[config.mk]
export PLATFORM = sky130hd
export DESIGN_NAME = scm_clock_mode
export DESIGN_NICKNAME = d
export VERILOG_FILES = /design/src/rtl/scm_clock_mode.v
export VERILOG_INCLUDE_DIRS = /design/src /design/src/rtl
export SDC_FILE = /design/constraint.sdc
export NUM_CORES = 1
export LEC_CHECK = 0
export BUFFER_PORTS_ARGS = -buffer_cell sky130_fd_sc_hd__buf_2
export CORE_UTILIZATION = 42
export CTS_CLUSTER_SIZE = 24
export DETAILED_ROUTE_END_ITERATION = 8
export GPL_ROUTABILITY_DRIVEN = 0
export PLACE_DENSITY = 0.78
export SYNTH_ARGS = -nofsm -noshare
export SYNTH_HDL_FRONTEND = slang
export SYNTH_SLANG_ARGS = --single-unit
[constraint.sdc]
create_clock -name clk -period 1.76 [get_ports clk]
set_clock_uncertainty 0.05 [all_clocks]
set_input_delay 0.088 -clock clk [delete_from_list [all_inputs] [get_ports clk]]
set_output_delay 0.088 -clock clk [all_outputs]
set_load 0.01 [all_outputs]
[src/rtl/scm_defs.vh]
// Purpose: Constants for the system clock and operating mode controller
// Assumes: APB with 32-bit data, one aligned word per register
// Notes:   Offsets are byte addresses
`ifndef SCM_DEFS_VH
`define SCM_DEFS_VH

// Register byte offsets
`define SCM_OFF_SYS_CTRL   12'h000
`define SCM_OFF_FRC_CTRL   12'h004
`define SCM_OFF_FXT_CTRL   12'h008
`define SCM_OFF_SXT_CTRL   12'h00c
`define SCM_OFF_STATUS     12'h010

// Control register fields
`define SCM_SEL_MSB        7
`define SCM_SEL_LSB        5
`define SCM_FSRC_BIT       3
`define SCM_SSRC_BIT       2
`define SCM_FKEEP_BIT      1
`define SCM_SKEEP_BIT      0
`define SCM_SEL_SUB        3'h7

// Oscillator control register fields
`define SCM_OSC_EN_BIT     0
`define SCM_OSC_STB_BIT    1
`define SCM_OSC_MODE_BIT   2
`define SCM_FRC_FREQ_MSB   3
`define SCM_FRC_FREQ_LSB   2

// Reset values
`define SCM_SYS_CTRL_RST   8'h00
`define SCM_SEL_RST        3'h0
`define SCM_FRC_RST        3'h1
`define SCM_FXT_RST        2'h0
`define SCM_SXT_RST        2'h0

// Operating modes
`define SCM_MODE_RUN       3'h0
`define SCM_MODE_SLEEP     3'h2
`define SCM_MODE_IDLE_SLOW_ONLY     3'h3
`define SCM_MODE_IDLE_BOTH_OSC     3'h4
`define SCM_MODE_IDLE_FAST_ONLY     3'h5

// Fast clock divider
`define SCM_DIV_W          6
`define SCM_DIV_WRAP       6'h3f

`endif

[src/rtl/scm_clock_mode.v]
// Purpose: System clock selection and operating mode control behind APB
// Assumes: Oscillators appear as one-cycle tick strobes synchronous to clk
// Notes:   Clocks leave the block as tick enables, never as gated clocks
//
// Chosen here: the register offsets and the APB interface to the registers.
`timescale 1ns/1ps
`include "scm_defs.vh"

module scm_clock_mode (
  // Clock, reset, enable
  input  wire        clk,
  input  wire        sys_rst,
  input  wire        ce,
  // APB slave
  input  wire        psel,
  input  wire        penable,
  input  wire        pwrite,
  input  wire [11:0] paddr,
  input  wire [31:0] pwdata,
  output wire        pready,
  output wire        pslverr,
  output reg  [31:0] prdata,
  // CPU side
  input  wire        halt_req,
  input  wire        wake_req,
  input  wire        watchdog_function_en,
  output wire        cpu_run,
  output reg         watchdog_clear,
  // Oscillator ticks and stable flags
  input  wire        fast_rc_tick,
  input  wire        fast_crystal_tick,
  input  wire        slow_rc_tick,
  input  wire        slow_crystal_tick,
  input  wire        fast_rc_stable,
  input  wire        fast_crystal_stable,
  input  wire        slow_crystal_stable,
  // Oscillator run controls
  output wire        fast_rc_osc_run,
  output wire        fast_crystal_osc_run,
  output wire        slow_rc_osc_run,
  output wire        slow_crystal_osc_run,
  output wire [1:0]  fast_rc_freq,
  output wire        fast_crystal_mode,
  output wire        slow_crystal_speed_up,
  // Clock enables
  output reg         sys_clk_tick,
  output wire        fast_clk_tick,
  output wire        sub_clk_tick,
  output wire        slow_rc_clock_tick
);

  // Control register fields
  reg  [2:0] sys_clk_selector_q;
  reg        fast_source_select_q;
  reg        slow_source_select_q;
  reg        fast_keep_alive_q;
  reg        slow_keep_alive_q;
  // Oscillator control fields
  reg  [1:0] frc_freq_q;
  reg        frc_en_q;
  reg        fxt_mode_q;
  reg        fxt_en_q;
  reg        sxt_speed_q;
  reg        sxt_en_q;
  // Mode and clock path state
  reg  [2:0] mode_q;
  reg        active_sub_q;
  reg  [2:0] div_active_q;
  reg  [5:0] div_cnt_q;

  wire       running   = (mode_q == `SCM_MODE_RUN);
  wire       want_sub  = (sys_clk_selector_q == `SCM_SEL_SUB);
  wire       sub_ready = slow_source_select_q ? slow_crystal_stable : 1'b1;
  wire       fast_rdy  = fast_source_select_q ? fast_crystal_stable : fast_rc_stable;

  // APB decode: single-cycle answer, unmapped addresses flag an error
  wire       acc     = psel & penable;
  wire       hit_sys = (paddr == `SCM_OFF_SYS_CTRL);
  wire       hit_frc = (paddr == `SCM_OFF_FRC_CTRL);
  wire       hit_fxt = (paddr == `SCM_OFF_FXT_CTRL);
  wire       hit_sxt = (paddr == `SCM_OFF_SXT_CTRL);
  wire       hit_sts = (paddr == `SCM_OFF_STATUS);
  wire       mapped  = hit_sys | hit_frc | hit_fxt | hit_sxt | hit_sts;
  wire       wr      = acc & pwrite & ce;

  assign pready  = 1'b1;
  assign pslverr = acc & ~mapped;

  // Fast, sub and system clock demand per mode
  reg fast_on;
  reg sub_on;
  reg sys_on;
  always @* begin
    case (mode_q)
      `SCM_MODE_RUN: begin
        // Fast runs while it clocks the CPU; else per its enable bit
        fast_on = ~active_sub_q |
                  (fast_source_select_q ? fxt_en_q : frc_en_q);
        sub_on  = 1'b1;
        sys_on  = 1'b1;
      end
      `SCM_MODE_IDLE_SLOW_ONLY: begin
        fast_on = 1'b0;
        sub_on  = 1'b1;
        sys_on  = active_sub_q;
      end
      `SCM_MODE_IDLE_BOTH_OSC: begin
        fast_on = 1'b1;
        sub_on  = 1'b1;
        sys_on  = 1'b1;
      end
      `SCM_MODE_IDLE_FAST_ONLY: begin
        fast_on = 1'b1;
        sub_on  = 1'b0;
        sys_on  = ~active_sub_q;
      end
      default: begin
        fast_on = 1'b0;
        sub_on  = 1'b0;
        sys_on  = 1'b0;
      end
    endcase
  end

  // Oscillator run controls
  assign fast_rc_osc_run      = fast_on & ~fast_source_select_q |
                                running & frc_en_q;
  assign fast_crystal_osc_run = fast_on & fast_source_select_q |
                                running & fxt_en_q;
  assign slow_crystal_osc_run = sub_on & slow_source_select_q |
                                running & sxt_en_q;
  // Slow RC stays up outside sleep; in sleep only for the watchdog
  assign slow_rc_osc_run      = (mode_q != `SCM_MODE_SLEEP) |
                                watchdog_function_en;

  assign fast_rc_freq          = frc_freq_q;
  assign fast_crystal_mode     = fxt_mode_q;
  assign slow_crystal_speed_up = sxt_speed_q;
  assign cpu_run               = running;

  wire fast_raw = fast_source_select_q ? fast_crystal_tick : fast_rc_tick;
  wire sub_raw  = slow_source_select_q ? slow_crystal_tick : slow_rc_tick;
  assign fast_clk_tick      = ce & fast_on & fast_raw;
  assign sub_clk_tick       = ce & sub_on & sub_raw;
  assign slow_rc_clock_tick = ce & slow_rc_osc_run & slow_rc_tick;

  // Divided fast tick: divider 2^n fires when low n counter bits are all ones
  reg [5:0] div_mask;
  always @* begin
    case (div_active_q)
      3'h0:    div_mask = 6'h00;
      3'h1:    div_mask = 6'h01;
      3'h2:    div_mask = 6'h03;
      3'h3:    div_mask = 6'h07;
      3'h4:    div_mask = 6'h0f;
      3'h5:    div_mask = 6'h1f;
      default: div_mask = 6'h3f;
    endcase
  end
  wire div_fire = fast_clk_tick & ((div_cnt_q & div_mask) == div_mask);
  // Every ratio ends a period at the counter wrap, so changes land there
  wire div_wrap = fast_clk_tick & (div_cnt_q == `SCM_DIV_WRAP);

  // Clock path: ratio and source only change on a period boundary
  always @(posedge clk) begin
    if (sys_rst) begin
      div_cnt_q    <= 6'h00;
      div_active_q <= 3'h0;
      active_sub_q <= 1'b0;
      sys_clk_tick <= 1'b0;
    end else if (ce) begin
      sys_clk_tick <= sys_on & (active_sub_q ? sub_clk_tick : div_fire);
      if (fast_clk_tick)
        div_cnt_q <= div_cnt_q + 6'h01;
      if (!active_sub_q) begin
        if (div_wrap) begin
          // Hold the fast path until the chosen slow source is stable
          if (want_sub && sub_ready)
            active_sub_q <= 1'b1;
          else if (!want_sub)
            div_active_q <= sys_clk_selector_q;
        end
      end else if (!want_sub && fast_rdy && sub_clk_tick) begin
        // Leave the sub clock right after one of its ticks, counter restarted
        active_sub_q <= 1'b0;
        div_active_q <= sys_clk_selector_q;
        div_cnt_q    <= 6'h00;
      end
    end
  end

  // Mode sequencing
  always @(posedge clk) begin
    if (sys_rst) begin
      mode_q         <= `SCM_MODE_RUN;
      watchdog_clear <= 1'b0;
    end else if (ce) begin
      watchdog_clear <= 1'b0;
      case (mode_q)
        `SCM_MODE_RUN: begin
          if (halt_req) begin
            case ({fast_keep_alive_q, slow_keep_alive_q})
              2'b00: begin
                mode_q         <= `SCM_MODE_SLEEP;
                watchdog_clear <= 1'b1;
              end
              2'b01:   mode_q <= `SCM_MODE_IDLE_SLOW_ONLY;
              2'b11:   mode_q <= `SCM_MODE_IDLE_BOTH_OSC;
              default: mode_q <= `SCM_MODE_IDLE_FAST_ONLY;
            endcase
          end
        end
        `SCM_MODE_SLEEP,
        `SCM_MODE_IDLE_SLOW_ONLY,
        `SCM_MODE_IDLE_BOTH_OSC,
        `SCM_MODE_IDLE_FAST_ONLY: begin
          if (wake_req)
            mode_q <= `SCM_MODE_RUN;
        end
        default: mode_q <= `SCM_MODE_RUN;
      endcase
    end
  end

  // Register writes
  always @(posedge clk) begin
    if (sys_rst) begin
      sys_clk_selector_q   <= `SCM_SEL_RST;
      fast_source_select_q <= 1'b0;
      slow_source_select_q <= 1'b0;
      fast_keep_alive_q    <= 1'b0;
      slow_keep_alive_q    <= 1'b0;
      // Fast RC comes up enabled so a system clock exists from power-on
      {frc_freq_q, frc_en_q} <= `SCM_FRC_RST;
      fxt_mode_q           <= 1'b0;
      fxt_en_q             <= 1'b0;
      sxt_speed_q          <= 1'b0;
      sxt_en_q             <= 1'b0;
    end else if (wr) begin
      if (hit_sys) begin
        sys_clk_selector_q   <= pwdata[`SCM_SEL_MSB:`SCM_SEL_LSB];
        fast_source_select_q <= pwdata[`SCM_FSRC_BIT];
        slow_source_select_q <= pwdata[`SCM_SSRC_BIT];
        fast_keep_alive_q    <= pwdata[`SCM_FKEEP_BIT];
        slow_keep_alive_q    <= pwdata[`SCM_SKEEP_BIT];
      end
      if (hit_frc) begin
        frc_freq_q <= pwdata[`SCM_FRC_FREQ_MSB:`SCM_FRC_FREQ_LSB];
        frc_en_q   <= pwdata[`SCM_OSC_EN_BIT];
      end
      if (hit_fxt) begin
        // Mode is locked while the crystal is enabled
        if (!fxt_en_q)
          fxt_mode_q <= pwdata[`SCM_OSC_MODE_BIT];
        fxt_en_q <= pwdata[`SCM_OSC_EN_BIT];
      end
      if (hit_sxt) begin
        // Speed-up is locked once the crystal clocks the system
        if (!(active_sub_q && slow_source_select_q))
          sxt_speed_q <= pwdata[`SCM_OSC_MODE_BIT];
        sxt_en_q <= pwdata[`SCM_OSC_EN_BIT];
      end
    end
  end

  // Read mux; bit 4 of the control word is always zero
  always @* begin
    prdata = 32'h0000_0000;
    if (acc && !pwrite) begin
      if (hit_sys)
        prdata[7:0] = {sys_clk_selector_q, 1'b0, fast_source_select_q,
                       slow_source_select_q, fast_keep_alive_q,
                       slow_keep_alive_q};
      if (hit_frc)
        prdata[3:0] = {frc_freq_q, fast_rc_stable, frc_en_q};
      if (hit_fxt)
        prdata[2:0] = {fxt_mode_q, fast_crystal_stable, fxt_en_q};
      if (hit_sxt)
        prdata[2:0] = {sxt_speed_q, slow_crystal_stable, sxt_en_q};
      if (hit_sts)
        prdata[6:0] = {div_active_q, active_sub_q, mode_q};
    end
  end

endmodule

==> results summary <==
The flow ran to the end, but the final reports show violations. The checks that failed: hold timing. The tool flagged a number of max-cap violations equal to 0. Setup repair after global routing could not meet its margin everywhere.

The primary flip-flop cell chosen by synthesis mapping is sky130_fd_sc_hd__dfxtp_1. Entering global routing, the biggest net connects 28 pins. The required time of the critical path came out at 1.62 ns. For this run, the post-layout net count is between 300 and 400. The number of nets still failing antenna checks after routing is 0.

The worst-case hold slack is -0.00198 ns. The cell count after placement is ~380. The final standard cell area without fillers is about 2700 um^2. The standard cell area after detailed placement is 2480 um^2. The library cell used most frequently in the layout, excluding fill and tap cells, is sky130_fd_sc_hd__buf_2. The total power after layout is about 1.7 mW. The total CTS buffers is 5. The die is roughly 73 um wide.

Across every metal layer, demand over resource in global routing totals roughly 20%. The power per unit of standard cell area is 608 nW/um^2. The via count of the first global-routing pass was 1,785. STA classifies the critical path endpoint as a primary output. STA classifies the critical path startpoint as a register. The total standard cell area after synthesis is 2130 um^2.

The leftover overflow at the end of global routing is 0. The cell sitting at the root of the clock tree is a sky130_fd_sc_hd__clkbuf_8. The detailed-route wire length came out at around 5400 um. The largest buffer count on any clock path came out at 2. The number of antenna diodes is 0. The power dissipated by switching net loads came out at approximately 0.42 mW.

In this run, the clock network consumes between 40% and 50% of the power. The share of the Yosys chip area taken by registers is around 27%. After synthesis the netlist holds a flip-flop and latch count of 29. The area growth from synthesis to layout is 28.3%. The die covers approximately 5400 um^2. The starting density of the core is between 40 and 50%. The share of the clock period used by the worst path is 99.6%. Buffers placed on the I/O ports in this run total 57. The die is 73.2 um tall. The highest net fanout along the worst path is 4.

The largest incremental delay on the critical path is 0.41 ns. The post-route netlist has around two fifths of its cells at a drive strength greater than 1. The number of setup violations in the final report came out at 0. For the pin with the worst max-slew slack, the measured transition is between 0.5 and 0.6 ns. The synthesized instance count came out at between 200 and 250. The initial antenna violation count is 0. The relative max-transition margin is roughly 64%.

The total negative slack for setup checks is 0 ns. The CTS H-tree depth came out at 2. The post-route worst setup slack came out at just under 0.008 ns. Walking the worst path, the cells encountered are or3_4 -> inv_4 -> buf_6 -> a21oi_4 -> o21ai_2 -> buf_2.

The peak ir drop on the vdd network came out at approximately 480 uV. The number of buffer and inverter instances along the worst setup path came out at 3. The CTS tree is done. The total vias in the final route is between 1,500 and 2,000. The cell with the biggest individual delay on the critical path is sky130_fd_sc_hd__or3_4.

The average size of a mapped cell is around 8.6 um^2. For the worst-skew pair, the clock arrives at the later sink with an insertion delay of roughly 0.29 ns. The number of standard-cell rows in the floorplan is 25. The number of I/O pins is about 110.

The maximum achievable frequency came out at around 570 MHz. The number of hold-slack violations in the final timing report is 1. The violation count after the first detailed-routing iteration came out at 100.

The tree built by TritonCTS fans out to 29 sinks. The switching share of total power came out at 25.3%. After detailed routing, the number of vias per cell comes to 4.99. After legalization and detailed placement, the total HPWL measured between 3000 and 4000 um.

The number of enable flip-flop cells after synthesis is 0. The clock edge transition at the registers on the reported setup and hold paths came out at around 0.060 ns. The worst hold path belongs to the class primary input to register. Combinational logic burns around 16% of the power.

The cell-internal power came out at ~1.2 mW. The start-to-end type of the worst setup path is register to primary output. The post-route DRC violation count is 0.

The number of detailed-routing iterations run before antenna repair came out at 5. Data on the critical path arrives at its endpoint at between 1.5 and 2 ns. The number of distinct library cells after synthesis is 50. The first global-routing pass estimated between 8000 and 9000 um of wire. The pre-CTS setup slack is -0.0128 ns.

The number of warnings reported in the yosys synthesis log is 0. The sequential share of power came out at between 40% and 50%. The critical path's top delay family is simple AND/OR/NAND/NOR gates. For this run, the number of standard cells in the final layout without fillers is 396. In the synthesized netlist the async set-or-reset flop fraction comes to 0%. In this run the static leakage power is roughly 1.2 nW. The average wire per cell in the routed design is about 14 um.

The top cell types in the final layout, fill and taps aside, are sky130_fd_sc_hd__buf_2 (57), sky130_fd_sc_hd__conb_1 (25), sky130_fd_sc_hd__dfxtp_1 (25), sky130_fd_sc_hd__nor2_1 (24). The placeable core area came out at between 4000 and 5000 um^2. The number of max-slew violations in the final report came out at 0. The clock period minus worst slack is 1.75 ns.
-- power groups by stage --
| stage | Clock (mW) | Combinational [mW] | Sequential, mW |
|---|---|---|---|
| 4_1_cts | 0.720 | 0.245 | 0.673 |
| 2_1_floorplan | 0 | 0.188 | 0.688 |
| 6_report | 0.720 | 0.267 | 0.674 |
| 5_1_grt | 0.759 | 0.287 | 0.675 |
| 3_5_place_dp | 0 | 0.233 | 0.689 |
| 3_3_place_gp | 0 | 0.229 | 0.688 |
-- worst register-to-register path, delay by kind of cell (launching register included) --
family / cells / cell delay (ns)
AND/OR/NAND/NOR: 3 / 0.64
buffers and inverters: 1 / 0.12
flip-flops: 1 / 0.36
AO/OA/AOI/OAI: 2 / 0.45
-- registers in the layout (all words and copies together) (netlist names), 2 cells and up --
| signal | flops |
|---|---|
| div_cnt_q | 6 |
| div_active_q | 3 |
| fast_rc_freq | 2 |
| sys_clk_selector_q | 3 |
| mode_q | 3 |
-- layout make-up --
cell class / instances / area [um^2]
multi-input combinational: 195 / 1370
tap: 67 / 83.8
clock inverter: 1 / 30.0
clock buffer: 7 / 86.3
inverter: 12 / 50.0
sequential: 29 / 591
fill: 417 / 2050
timing repair buffer: 85 / 523
-- per-stage QoR --
step / hold slack [ns] / util (%)
6_report: -0.00198 / 57.1
2_1_floorplan: 0.156 / -
5_1_grt: 0.0204 / 57.1
3_5_place_dp: 0.289 / 51.8
4_1_cts: 0.00488 / 55.4
3_3_place_gp: 0.287 / 51.8
-- cell usage after synthesis (2+ instances only) --
master,n,area [um^2]
sky130_fd_sc_hd__nor2b_1,2,12.5
sky130_fd_sc_hd__a41o_1,2,20.0
sky130_fd_sc_hd__o21ai_0,6,30.0
sky130_fd_sc_hd__nand3_1,8,40.0
sky130_fd_sc_hd__nand2b_1,10,62.6
sky130_fd_sc_hd__inv_1,10,37.5
sky130_fd_sc_hd__ha_1,6,75.1
sky130_fd_sc_hd__xnor2_1,5,43.8
sky130_fd_sc_hd__nor3_1,5,25.0
sky130_fd_sc_hd__nand4_1,2,12.5
sky130_fd_sc_hd__nor2_2,8,50.1
sky130_fd_sc_hd__or3_1,2,12.5
sky130_fd_sc_hd__mux4_2,3,67.6
sky130_fd_sc_hd__a21oi_1,13,65.1
sky130_fd_sc_hd__nand2_1,20,75.1
sky130_fd_sc_hd__nor2_1,24,90.1
sky130_fd_sc_hd__buf_6,5,56.3
sky130_fd_sc_hd__buf_4,28,210
sky130_fd_sc_hd__mux2i_1,20,200
sky130_fd_sc_hd__conb_1,2,7.51
sky130_fd_sc_hd__or2_2,2,12.5
sky130_fd_sc_hd__o211ai_1,3,22.5
sky130_fd_sc_hd__dfxtp_1,29,581
sky130_fd_sc_hd__nor4_1,5,31.3
sky130_fd_sc_hd__mux2_2,3,33.8
-- final timing paths --
path                                           to      startpoint  depth (start not counted)  slack [ns]
worst max register to register       active_sub_q       mode_q[1]                          6        0.06
worst max-delay path              fast_rc_osc_run       mode_q[2]                          6       0.008
worst min register to register     watchdog_clear  watchdog_clear                          2        0.42
worst min-delay path            fast_keep_alive_q       pwdata[1]                          3      -0.002
-- routing by layer --
| metal | global-route usage, % | vias to the layer above | part of all wire (%) |
|---|---|---|---|
| met5 | 0 | - | 0 |
| met2 | 34.8 | 70 | 51 |
| met4 | 7.19 | 0 | 1.5 |
| met3 | 4.14 | 11 | 5.0 |
| li1 | - | 974 | - |
| met1 | 24.0 | 923 | 42 |
-- logic make-up (layout without fill, tap and decap cells) --
logic type / count (synthesis) / in the layout / synth area share [%]
and+or+nand+nor: 99 / 99 / 25.7
DFF: 29 / 29 / 27.3
other: 2 / 25 / 0.353
AOI/OAI and AO/OA: 34 / 34 / 11.7
muxes: 26 / 26 / 14.2
adders and majority gates: 6 / 6 / 3.53
xor gates and xnor gates: 5 / 5 / 2.06
buffers and inverters: 47 / 105 / 15.2
-- what timing repair did --
item                                    4_1_cts  5_1_grt
hold buffers                                  2        0
endpoints found under the hold margin         2        0
endpoints found under the setup margin        7       13
resized for setup                            12       18
buffers inserted                              2        2
pin swaps                                     4        4
Power figures use the tool's default switching activity.
